### src/hdl/sgp_consts.vh
`ifndef SGP_CONSTS_VH
`define SGP_CONSTS_VH

// ----------------------------------------------------------------
// Register byte offsets
// ----------------------------------------------------------------
`define SGP_OFS_PORT_DATA    12'h000
`define SGP_OFS_LATCH        12'h004
`define SGP_OFS_DIRECTION    12'h008
`define SGP_OFS_ANALOG       12'h00C
`define SGP_OFS_THRESHOLD    12'h010
`define SGP_OFS_PULLUP       12'h014
`define SGP_OFS_OPTION       12'h018

// ----------------------------------------------------------------
// Field layout
// ----------------------------------------------------------------
`define SGP_PIN_MSB          5
`define SGP_PIN_THREE        3
`define SGP_OPT_PUDIS_BIT    7

// ----------------------------------------------------------------
// Reset values
// ----------------------------------------------------------------
`define SGP_RST_LATCH        6'h00
`define SGP_RST_DIRECTION    6'h3F
`define SGP_RST_ANALOG       6'h3F
`define SGP_RST_THRESHOLD    6'h00
`define SGP_RST_PULLUP       6'h3F
`define SGP_RST_PUDIS        1'b1

`endif

### src/hdl/sgp_pin_cell.v
`timescale 1ns/10ps
// One pad slice: driver, pull-up, input qualification and synchroniser
module sgp_pin_cell
(
    // Clock and reset
    input  wire pclk,
    input  wire presetn,
    // Configuration
    input  wire dir_in,
    input  wire latch_val,
    input  wire analog_sel,
    input  wire ttl_sel,
    input  wire pullup_en,
    input  wire pullup_gdis,
    // Pad side
    input  wire pad_schmitt_in,
    input  wire pad_ttl_in,
    // Results
    output wire pad_out,
    output wire pad_oe,
    output wire pad_pullup,
    output wire level
);

    reg  schm1_ff;
    reg  schm2_ff;
    reg  ttl1_ff;
    reg  ttl2_ff;
    wire sel_in;
    reg oe_ff;
    reg out_ff;
    reg pu_ff;

    // ----------------------------------------------------------------
    // Input synchronisers
    // ----------------------------------------------------------------
    // Both receivers are synchronised before the select, so no logic
    // sees a raw pad; a threshold change can still show a false edge
    always @(posedge pclk or negedge presetn)
    begin
        if (!presetn)
        begin
            schm1_ff <= 1'b0;
            schm2_ff <= 1'b0;
            ttl1_ff  <= 1'b0;
            ttl2_ff  <= 1'b0;
        end
        else
        begin
            schm1_ff <= pad_schmitt_in;
            schm2_ff <= schm1_ff;
            ttl1_ff  <= pad_ttl_in;
            ttl2_ff  <= ttl1_ff;
        end
    end

    // Chosen receiver feeds the reads
    assign sel_in = ttl_sel ? ttl2_ff : schm2_ff;

    // Analog pins read as zero; the receiver is left out of the path
    assign level = sel_in & ~analog_sel;

    // ----------------------------------------------------------------
    // Driver and pull-up, registered so pad outputs never glitch
    // ----------------------------------------------------------------
    always @(posedge pclk or negedge presetn)
    begin
        if (!presetn)
        begin
            oe_ff  <= 1'b0;
            out_ff <= 1'b0;
            pu_ff  <= 1'b0;
        end
        else
        begin
            oe_ff  <= ~dir_in;
            out_ff <= latch_val;
            pu_ff  <= pullup_en & dir_in & ~pullup_gdis;
        end
    end

    assign pad_oe     = oe_ff;
    assign pad_out    = out_ff;
    assign pad_pullup = pu_ff;

endmodule

### src/hdl/sgp_gpio_port.v
`timescale 1ns/10ps
`include "sgp_consts.vh"

module sgp_gpio_port
(
    // APB slave
    input  wire        pclk,
    input  wire        presetn,
    input  wire        psel,
    input  wire        penable,
    input  wire        pwrite,
    input  wire [11:0] paddr,
    input  wire [31:0] pwdata,
    input  wire [3:0]  pstrb,
    output reg  [31:0] prdata,
    output reg         pready,
    output reg         pslverr,
    // Pad receivers
    input  wire [5:0]  pad_schmitt_in,
    input  wire [5:0]  pad_ttl_in,
    // Pad controls
    output wire [5:0]  pad_out,
    output wire [5:0]  pad_oe,
    output wire [5:0]  pad_pullup,
    output reg  [5:0]  analog_enable
);

    // ----------------------------------------------------------------
    // Configuration storage
    // ----------------------------------------------------------------
    reg  [5:0]  latch_ff;
    reg  [5:0]  dir_ff;
    reg  [5:0]  analog_ff;
    reg  [5:0]  thresh_ff;
    reg  [5:0]  pullup_ff;
    reg         pudis_ff;

    reg  [5:0]  nxt_latch;
    reg  [5:0]  nxt_dir;
    reg  [5:0]  nxt_analog;
    reg  [5:0]  nxt_thresh;
    reg  [5:0]  nxt_pullup;
    reg         nxt_pudis;
    reg  [31:0] nxt_prdata;
    reg         nxt_pslverr;

    wire [5:0]  pin_level;
    wire [5:0]  dir_eff;

    // ----------------------------------------------------------------
    // Bus phase decode
    // ----------------------------------------------------------------
    // First access cycle: ready is raised here, so one wait state always
    wire        access   = psel & penable & ~pready;
    // Completing edge, the one at which the master sees ready high
    wire        complete = psel & penable & pready;
    // Writes land only at completion; lane 0 carries every bit
    wire        wr_en    = complete & pwrite & pstrb[0];
    wire [7:0]  wbyte    = pwdata[7:0];

    // ----------------------------------------------------------------
    // Address decode, one select per register
    // ----------------------------------------------------------------
    // Unmapped offsets select nothing, so a stray write changes no state
    wire        sel_port   = (paddr == `SGP_OFS_PORT_DATA);
    wire        sel_latch  = (paddr == `SGP_OFS_LATCH);
    wire        sel_dir    = (paddr == `SGP_OFS_DIRECTION);
    wire        sel_analog = (paddr == `SGP_OFS_ANALOG);
    wire        sel_thresh = (paddr == `SGP_OFS_THRESHOLD);
    wire        sel_pullup = (paddr == `SGP_OFS_PULLUP);
    wire        sel_option = (paddr == `SGP_OFS_OPTION);

    // Write strobes, at most one high in any cycle
    wire        wr_port    = wr_en & sel_port;
    wire        wr_latch   = wr_en & sel_latch;
    wire        wr_dir     = wr_en & sel_dir;
    wire        wr_analog  = wr_en & sel_analog;
    wire        wr_thresh  = wr_en & sel_thresh;
    wire        wr_pullup  = wr_en & sel_pullup;
    wire        wr_option  = wr_en & sel_option;

    // Pin three can never drive, whatever software stored
    assign dir_eff = dir_ff | (6'h01 << `SGP_PIN_THREE);

    // ----------------------------------------------------------------
    // Per-pin pad slices
    // ----------------------------------------------------------------
    genvar gi;
    generate
        for (gi = 0; gi <= `SGP_PIN_MSB; gi = gi + 1)
        begin : g_pin
            sgp_pin_cell u_cell
            (
                .pclk           (pclk),
                .presetn        (presetn),
                .dir_in         (dir_eff[gi]),
                .latch_val      (latch_ff[gi]),
                .analog_sel     (analog_ff[gi]),
                .ttl_sel        (thresh_ff[gi]),
                .pullup_en      (pullup_ff[gi]),
                .pullup_gdis    (pudis_ff),
                .pad_schmitt_in (pad_schmitt_in[gi]),
                .pad_ttl_in     (pad_ttl_in[gi]),
                .pad_out        (pad_out[gi]),
                .pad_oe         (pad_oe[gi]),
                .pad_pullup     (pad_pullup[gi]),
                .level          (pin_level[gi])
            );
        end
    endgenerate

    // ----------------------------------------------------------------
    // Next values of the configuration registers
    // ----------------------------------------------------------------
    // Port data write: pins are read and the written bits merged in.
    // All six bits come from the bus, so no sampled level survives;
    // an analog pin reading zero cannot leak into its latch this way.
    always @*
    begin
        nxt_latch = latch_ff;
        if (wr_port)
        begin
            nxt_latch = (pin_level & ~6'h3F) | wbyte[5:0];
        end
        else if (wr_latch)
        begin
            nxt_latch = wbyte[5:0];
        end
    end

    // Direction bits; pin three is forced on the read and driver side
    always @*
    begin
        nxt_dir = dir_ff;
        if (wr_dir)
        begin
            nxt_dir = wbyte[5:0];
        end
    end

    // Analog select
    always @*
    begin
        nxt_analog = analog_ff;
        if (wr_analog)
        begin
            nxt_analog = wbyte[5:0];
        end
    end

    // Threshold select: 1 picks the TTL receiver
    always @*
    begin
        nxt_thresh = thresh_ff;
        if (wr_thresh)
        begin
            nxt_thresh = wbyte[5:0];
        end
    end

    // Pull-up enables
    always @*
    begin
        nxt_pullup = pullup_ff;
        if (wr_pullup)
        begin
            nxt_pullup = wbyte[5:0];
        end
    end

    // Global pull-up disable in the option word
    always @*
    begin
        nxt_pudis = pudis_ff;
        if (wr_option)
        begin
            nxt_pudis = wbyte[`SGP_OPT_PUDIS_BIT];
        end
    end

    // ----------------------------------------------------------------
    // Read mux and error answer, taken in the first access cycle
    // ----------------------------------------------------------------
    always @*
    begin
        nxt_prdata  = 32'h0000_0000;
        nxt_pslverr = 1'b0;
        case (paddr)
            `SGP_OFS_PORT_DATA: nxt_prdata = {26'h0, pin_level};
            `SGP_OFS_LATCH:     nxt_prdata = {26'h0, latch_ff};
            `SGP_OFS_DIRECTION: nxt_prdata = {26'h0, dir_eff};
            `SGP_OFS_ANALOG:    nxt_prdata = {26'h0, analog_ff};
            `SGP_OFS_THRESHOLD: nxt_prdata = {26'h0, thresh_ff};
            `SGP_OFS_PULLUP:    nxt_prdata = {26'h0, pullup_ff};
            `SGP_OFS_OPTION:    nxt_prdata = {24'h0, pudis_ff, 7'h00};
            default:            nxt_pslverr = 1'b1;
        endcase
    end

    // ----------------------------------------------------------------
    // Configuration registers
    // ----------------------------------------------------------------
    // Output latch, cleared so a pin later made an output starts low
    always @(posedge pclk or negedge presetn)
    begin
        if (!presetn)
        begin
            latch_ff <= `SGP_RST_LATCH;
        end
        else
        begin
            latch_ff <= nxt_latch;
        end
    end

    // Direction, all inputs after reset so no driver fights the board
    always @(posedge pclk or negedge presetn)
    begin
        if (!presetn)
        begin
            dir_ff <= `SGP_RST_DIRECTION;
        end
        else
        begin
            dir_ff <= nxt_dir;
        end
    end

    // Analog select and its copy on the pin side
    always @(posedge pclk or negedge presetn)
    begin
        if (!presetn)
        begin
            analog_ff     <= `SGP_RST_ANALOG;
            analog_enable <= `SGP_RST_ANALOG;
        end
        else
        begin
            analog_ff     <= nxt_analog;
            analog_enable <= nxt_analog;
        end
    end

    // Threshold select
    always @(posedge pclk or negedge presetn)
    begin
        if (!presetn)
        begin
            thresh_ff <= `SGP_RST_THRESHOLD;
        end
        else
        begin
            thresh_ff <= nxt_thresh;
        end
    end

    // Pull-up enables
    always @(posedge pclk or negedge presetn)
    begin
        if (!presetn)
        begin
            pullup_ff <= `SGP_RST_PULLUP;
        end
        else
        begin
            pullup_ff <= nxt_pullup;
        end
    end

    // Global disable, set by reset so no pull-up acts before software
    always @(posedge pclk or negedge presetn)
    begin
        if (!presetn)
        begin
            pudis_ff <= `SGP_RST_PUDIS;
        end
        else
        begin
            pudis_ff <= nxt_pudis;
        end
    end

    // ----------------------------------------------------------------
    // Bus answer
    // ----------------------------------------------------------------
    // Data and error are loaded together with ready and cleared after
    // it, so they never stand outside the one completing cycle
    always @(posedge pclk or negedge presetn)
    begin
        if (!presetn)
        begin
            prdata  <= 32'h0000_0000;
            pready  <= 1'b0;
            pslverr <= 1'b0;
        end
        else
        begin
            pready <= access;
            if (access)
            begin
                prdata  <= pwrite ? 32'h0000_0000 : nxt_prdata;
                pslverr <= nxt_pslverr;
            end
            else
            begin
                prdata  <= 32'h0000_0000;
                pslverr <= 1'b0;
            end
        end
    end

endmodule

### config.mk
export PLATFORM = sky130hd
export DESIGN_NAME = sgp_gpio_port
export DESIGN_NICKNAME = d
export VERILOG_FILES = /design/src/hdl/sgp_pin_cell.v /design/src/hdl/sgp_gpio_port.v
export VERILOG_INCLUDE_DIRS = /design/src /design/src/hdl
export SDC_FILE = /design/constraint.sdc
export NUM_CORES = 1
export LEC_CHECK = 0
export BUFFER_PORTS_ARGS = -buffer_cell sky130_fd_sc_hd__buf_2
export CAP_MARGIN = 0
export CELL_PAD_IN_SITES_DETAIL_PLACEMENT = 1
export CELL_PAD_IN_SITES_GLOBAL_PLACEMENT = 1
export CORE_UTILIZATION = 35
export CTS_CLUSTER_DIAMETER = 150
export DETAILED_ROUTE_END_ITERATION = 6
export GPL_ROUTABILITY_DRIVEN = 0
export PLACE_DENSITY_LB_ADDON = 0.3
export SYNTH_ARGS = -nofsm -noshare
export SYNTH_HDL_FRONTEND = slang
export SYNTH_HIERARCHICAL = 1
export SYNTH_SLANG_ARGS = --single-unit
### constraint.sdc
create_clock -name pclk -period 2.4 [get_ports pclk]
set_clock_uncertainty 0.15 [all_clocks]
set_input_delay 0.36 -clock pclk [delete_from_list [all_inputs] [get_ports pclk]]
set_output_delay 0.36 -clock pclk [all_outputs]
set_load 0.05 [all_outputs]
## Word level (Yosys, flattened, before mapping)

Index checks and enable logic that the tools add are counted.

- Equal/unequal tests: 6
- Mux-type cells: 13
- Bitwise operators: 42
- Reduce and logical (&&, ||, !) cells: 3

Operator list:

| cell | count |
|---|---|
| 32-bit two-way mux | 2 |
| 8-bit one-hot mux with 7 select lines | 1 |
| 12-bit by 5-bit == test with 1-bit output, second input constant | 3 |
| 1-bit bitwise AND | 29 |
| 12-bit by 4-bit == test with 1-bit output, second input constant | 2 |
| 1-bit inverter | 13 |
| 12-bit by 3-bit == test with 1-bit output, second input constant | 1 |
| 12-bit zero test | 1 |
| 6-bit two-way mux | 2 |
| 1-bit two-way mux | 8 |
| 7-bit OR reduction | 1 |
| 2-bit nonzero test | 1 |

- Bits in registers: 106
- Input bits: 65
- Output and inout bits: 58
- Word-level logic and storage cells: 114

## Depth between registers and ports, before layout

- Word-level depth: 7
- Gate-level depth with buffers: 6
- Gate-level depth less buffers: 6

## Cells and area by module

Netlist, hierarchy kept.

Modules (own cells, without submodules):

| module | instances | cells an instance | area an instance (sq um) | seq. area each (sq um) |
|---|---|---|---|---|
| sgp_gpio_port | 1 | 180 | 2,118.3 | 998.5 |
| sgp_pin_cell | 6 | 12 | 200.2 | 175.2 |

## Least setup slack after synthesis

No wires, ideal clock.

- Kind: reg-to-reg
- From: register pready
- To: register thresh_ff[0]
- Library setup time: 0.125 ns
- Arrival: 1.844 ns
- Data required time: 2.125 ns
- Setup slack: 0.281 ns
- Cell stages (with the launch flop): 5
- Buffers on the path: 0
- Period minus slack after synthesis: 2.119 ns
- Cell sequence: dfrtp_1 -> and3_1 -> nand3_1 -> nor4_4 -> mux2_2

- Longest elaborated chain between the ends: 4

RTL lines:

| element | RTL line | source |
|---|---|---|
| start: declaration | sgp_gpio_port.v:16 | `output reg pready,` |
| start signal: assignment | sgp_gpio_port.v:298 | `pready <= access;` |
| 1-bit bitwise AND | sgp_gpio_port.v:56 | `wire complete = psel & penable & pready;` |
| 1-bit bitwise AND (2 in series) | sgp_gpio_port.v:58 | `wire wr_en = complete & pwrite & pstrb[0];` |
| 1-bit bitwise AND | sgp_gpio_port.v:78 | `wire wr_thresh = wr_en & sel_thresh;` |
| end signal: assignment | sgp_gpio_port.v:249 | `` thresh_ff <= `SGP_RST_THRESHOLD; `` |
| end signal: assignment | sgp_gpio_port.v:253 | `thresh_ff <= nxt_thresh;` |
| end: declaration | sgp_gpio_port.v:34 | `reg [5:0] thresh_ff;` |

Every way passes these cells.
A chain may end at the register's enable or synchronous reset.

## Worst setup path after layout

- From: input port paddr[9]
- To: register latch_ff[5]

- Longest elaborated chain between the ends: 3
- Elaborated cells between the ends (all ways): 6
- Those cells by class: 1 x eq/ne; 1 x mux; 2 x bitwise; 2 x reduce/logical

RTL lines:

| element | RTL line | source |
|---|---|---|
| start: declaration | sgp_gpio_port.v:12 | `input wire [11:0] paddr,` |
| 12-bit by 3-bit == test with 1-bit output or 12-bit zero test (tied branches) | n/a |  |
| 1-bit bitwise AND, on equally long branches | sgp_gpio_port.v:75, sgp_gpio_port.v:74 |  |
| 2-bit nonzero test (no line) or 6-bit two-way mux (tied branches) | n/a |  |
| end signal: assignment | sgp_gpio_port.v:208 | `` latch_ff <= `SGP_RST_LATCH; `` |
| end signal: assignment | sgp_gpio_port.v:212 | `latch_ff <= nxt_latch;` |
| end: declaration | sgp_gpio_port.v:31 | `reg [5:0] latch_ff;` |

Parallel ways exist; a longest one is shown, timed or not.

==> metrics.json <==
{
  "swShare": {"value": 0.2515},
  "totalNegativeSetupSlack": {"value": 0, "unit": "ns"},
  "final_min_period_over_clock_period": {"value": 0.8223},
  "clk_transition_reported_paths": {"value": 0.08, "unit": "ns"},
  "gr-total-overflow": {"value": 0},
  "cts-htree-levels": {"value": 3},
  "fmax": {"value": 506.7, "unit": "MHz"},
  "port-buffer-count": {"value": 69},
  "report.final.slew_viol_count": {"value": 0},
  "combPwrFrac": {"value": 0.087},
  "criticalPathCategory": {"value": "primary input to flip-flop"},
  "routedWlPerCell": {"value": 15.47, "unit": "um"},
  "root_buffer": {"value": "sky130_fd_sc_hd__clkbuf_8"},
  "dr.pass1.iters": {"value": 4},
  "synth_enable_flop_cells": {"value": 0},
  "tritoncts_num_sinks": {"value": 81},
  "fill_cell_total_of_the_finished_layout": {"value": 1026},
  "most_common_cell_after_layout_fill_and_taps_aside": {"value": "sky130_fd_sc_hd__buf_2"},
  "worst_setup_path_startpoint": {"value": "paddr[9]"},
  "synth_warn": {"value": 6},
  "fin_total_pwr": {"value": 0.002724, "unit": "W"},
  "drt.antenna.violating_nets": {"value": 0},
  "crit_path_top_delay_cell": {"value": "sky130_fd_sc_hd__or4_4"},
  "multi_input_area": {"value": 0.001119, "unit": "sq mm"},
  "min_path_type": {"value": "primary input to flip-flop"},
  "drc_errors": {"value": 0},
  "initial_utilization": {"value": 0.3610},
  "critical_path_peak_fanout": {"value": 3},
  "drt-met1-wl": {"value": 3106, "unit": "um"},
  "antenna_found_initial": {"value": 0},
  "timing.final.hold_violations": {"value": 0},
  "netlist_area": {"value": 0.003319, "unit": "sq mm"},
  "delay_contributed_by_the_slowest_stage_of_the_critical_path": {"value": 0.55, "unit": "ns"},
  "number_of_cts_inserted_buffers": {"value": 9},
  "num_rows": {"value": 35},
  "period_minus_slack": {"value": 1.974, "unit": "ns"},
  "pin_count_of_the_biggest_net_entering_global_routing": {"value": 45},
  "synth-seq-cells": {"value": 81},
  "cp.arrival": {"value": 2.06, "unit": "ns"},
  "layout.nets": {"value": 419},
  "die_x": {"value": 99.39, "unit": "um"},
  "synth_top_area_cell": {"value": "sky130_fd_sc_hd__dfrtp_1"},
  "setup.worst_path.start_class": {"value": "primary input"},
  "antenna-diode-count": {"value": 0},
  "ir_drop": {"value": 0.3039, "unit": "mV"},
  "worstSetupEndpointType": {"value": "flip-flop"},
  "drive_above_1_share": {"value": 0.4373},
  "rr_endpoint": {"value": "latch_ff[5]"},
  "routed-via-count": {"value": 2185},
  "area_grow_syn2layout": {"value": 25.33, "unit": "%"},
  "postRouteWirelength": {"value": 7269, "unit": "um"},
  "synthesis.instances": {"value": 252},
  "detail_route.vias_per_cell": {"value": 4.649},
  "cts_setup_buffers": {"value": 0},
  "net-switching-power": {"value": 0.0006852, "unit": "W"},
  "layout_setup_ws": {"value": 0.4264, "unit": "ns"},
  "seq_power_share": {"value": 0.512},
  "slew-limit-headroom": {"value": 0.6307},
  "min_delay_path_depth": {"value": 2},
  "async_reset_ff_frac": {"value": 1.000},
  "ff_latch_area": {"value": 0.002049, "unit": "sq mm"},
  "synth_largest_type_area_fraction": {"value": 0.4749},
  "clockPowerShare": {"value": 0.401},
  "largest_reg_flops": {"value": 7},
  "timing.max_cap.violations": {"value": 0},
  "initialDrtViolationCount": {"value": 73},
  "via_count_of_the_first_global_routing_pass": {"value": 2277},
  "synthTopCellsByArea": {"value": "sky130_fd_sc_hd__dfrtp_1 (47%), sky130_fd_sc_hd__dfstp_2 (14%), sky130_fd_sc_hd__mux2_2 (11%), sky130_fd_sc_hd__buf_4 (5.7%), sky130_fd_sc_hd__mux2i_1 (4.2%)"},
  "run_status": {"value": "completed"},
  "boundaryPins": {"value": 123},
  "power_per_cell_area": {"value": 654.8, "unit": "mW/mm^2"},
  "clockBufferDepth": {"value": 2},
  "placeableCoreArea": {"value": 0.009196, "unit": "sq mm"},
  "syn_area_per_cell": {"value": 13.17, "unit": "sq um"},
  "cp_data_required_time": {"value": 2.48, "unit": "ns"},
  "synth.yosys.seq_area_share": {"value": 0.6174},
  "crit-reg2reg-launch": {"value": "pready"},
  "internal_power": {"value": 0.002039, "unit": "W"},
  "regToRegSetupSlack": {"value": 0.44, "unit": "ns"},
  "die-area": {"value": 0.009877, "unit": "sq mm"},
  "worstRegToRegCells": {"value": 5},
  "wl_met2": {"value": 3666, "unit": "um"},
  "global_route_wire_length_before_repair": {"value": 11800, "unit": "um"},
  "finalSetupViolations": {"value": 0},
  "final_cell_mix": {"value": "sky130_fd_sc_hd__buf_2 (68), sky130_fd_sc_hd__dfrtp_1 (63), sky130_fd_sc_hd__mux2_2 (32), sky130_fd_sc_hd__conb_1 (27), sky130_fd_sc_hd__nor2_1 (21)"},
  "clock_latency": {"value": 0.35, "unit": "ns"},
  "synth_flop_cell": {"value": "sky130_fd_sc_hd__dfrtp_1"},
  "timing.hold.worst.start": {"value": "pwdata[7]"},
  "gr-usage-all-layers": {"value": 0.1606},
  "fin_util": {"value": 0.4524},
  "cts_tree": {"value": "built"},
  "die_height": {"value": 99.39, "unit": "um"},
  "top_signal_layer_used": {"value": "met4"},
  "worstSetupEndpoint": {"value": "latch_ff[5]"},
  "dp_worst_setup_slack": {"value": 0.05349, "unit": "ns"},
  "timing.critical_path.cells": {"value": "buf_2 > or4_4 > or3_4 > nor3_4 > buf_4 > mux2_2"},
  "largest-register": {"value": "prdata"},
  "post_synth_num_cell_types": {"value": 34},
  "hpwlAfterDp": {"value": 5226, "unit": "um"},
  "tightest_slew": {"value": 0.5540, "unit": "ns"},
  "postCtsResizedCells": {"value": 0},
  "rsz_0062_raised_after_global_routing": {"value": "false"},
  "route.met3.wl": {"value": 382, "unit": "um"},
  "static-leakage-power": {"value": 2.010, "unit": "nW"}
}
==> worst min path at each step <==
stage                                           to
after floorplan             g_pin[0].u_cell/pad_oe
after global placement    g_pin[3].u_cell/schm2_ff
after detailed placement   g_pin[0].u_cell/ttl2_ff
after CTS                                 pudis_ff
after global routing                      pudis_ff
final                                     pudis_ff
==> critical path, delay by kind of cell <==
kind / cells / cell delay (ns)
muxes: 1 / 0.33
buffers and inverters: 2 / 0.31
and+or+nand+nor: 3 / 1.06
==> cell usage after synthesis (3+ instances only) <==
library cell and instances:
sky130_fd_sc_hd__a21oi_1 4, sky130_fd_sc_hd__a311oi_1 3, sky130_fd_sc_hd__and2_1 3, sky130_fd_sc_hd__buf_4 25, sky130_fd_sc_hd__clkbuf_1 5, sky130_fd_sc_hd__dfrtp_1 63, sky130_fd_sc_hd__dfstp_2 18, sky130_fd_sc_hd__inv_1 6
sky130_fd_sc_hd__mux2_2 32, sky130_fd_sc_hd__mux2i_1 14, sky130_fd_sc_hd__nand2_1 11, sky130_fd_sc_hd__nand3_1 7, sky130_fd_sc_hd__nand3b_1 3, sky130_fd_sc_hd__nand4_1 6, sky130_fd_sc_hd__nor2_1 21, sky130_fd_sc_hd__nor2b_1 3
sky130_fd_sc_hd__nor3_1 5, sky130_fd_sc_hd__nor4_4 3, sky130_fd_sc_hd__o21ai_0 3
==> logic make-up after synthesis <==
group           Yosys count  synth area share
simple gates             69            0.1229
compound gates           16           0.03279
mux                      46            0.1508
buf+inv                  38           0.07388
flops                    81            0.6174
other cells               2          0.002262
==> per-layer routing <==
metal	track usage	vias up
met5	0	-
met1	0.1924	1084
met3	0.03725	10
met4	0.06109	0
li1	-	1020
met2	0.2810	71
==> per-stage QoR <==
stage	std cells	hold slack [ns]	area (sq um)
6_report	470	0.1189	4160
5_1_grt	470	0.1041	4160
4_1_cts	470	0.09703	4160
3_5_place_dp	441	0.1863	3810
3_3_place_gp	441	0.1835	3810
2_1_floorplan	277	-0.08559	3413
==> power groups by stage <==
stage | combinational (W) | sequential (W) | clock (W)
after floorplan | 0.000159 | 0.00143 | 0
after global placement | 0.000220 | 0.00142 | 0
after detailed placement | 0.000224 | 0.00142 | 0
after CTS | 0.000240 | 0.00140 | 0.00113
after global routing | 0.000258 | 0.00140 | 0.00119
final | 0.000238 | 0.00140 | 0.00109
==> layout make-up <==
| type | count | area share |
|---|---|---|
| sequential | 81 | 0.4926 |
| multi-input combinational | 158 | 0.2689 |
| timing repair buffer | 98 | 0.1468 |
| tap | 111 | 0.03338 |
| clock buffer | 10 | 0.03068 |
| clock inverter | 6 | 0.02226 |
| inverter | 6 | 0.005414 |
==> what timing repair did <==
item	in CTS	in global routing
endpoints found under the hold margin	47	0
hold buffers	13	0
setup endpoints to repair	0	0
Note: power is estimated with default switching activity, not from simulation.
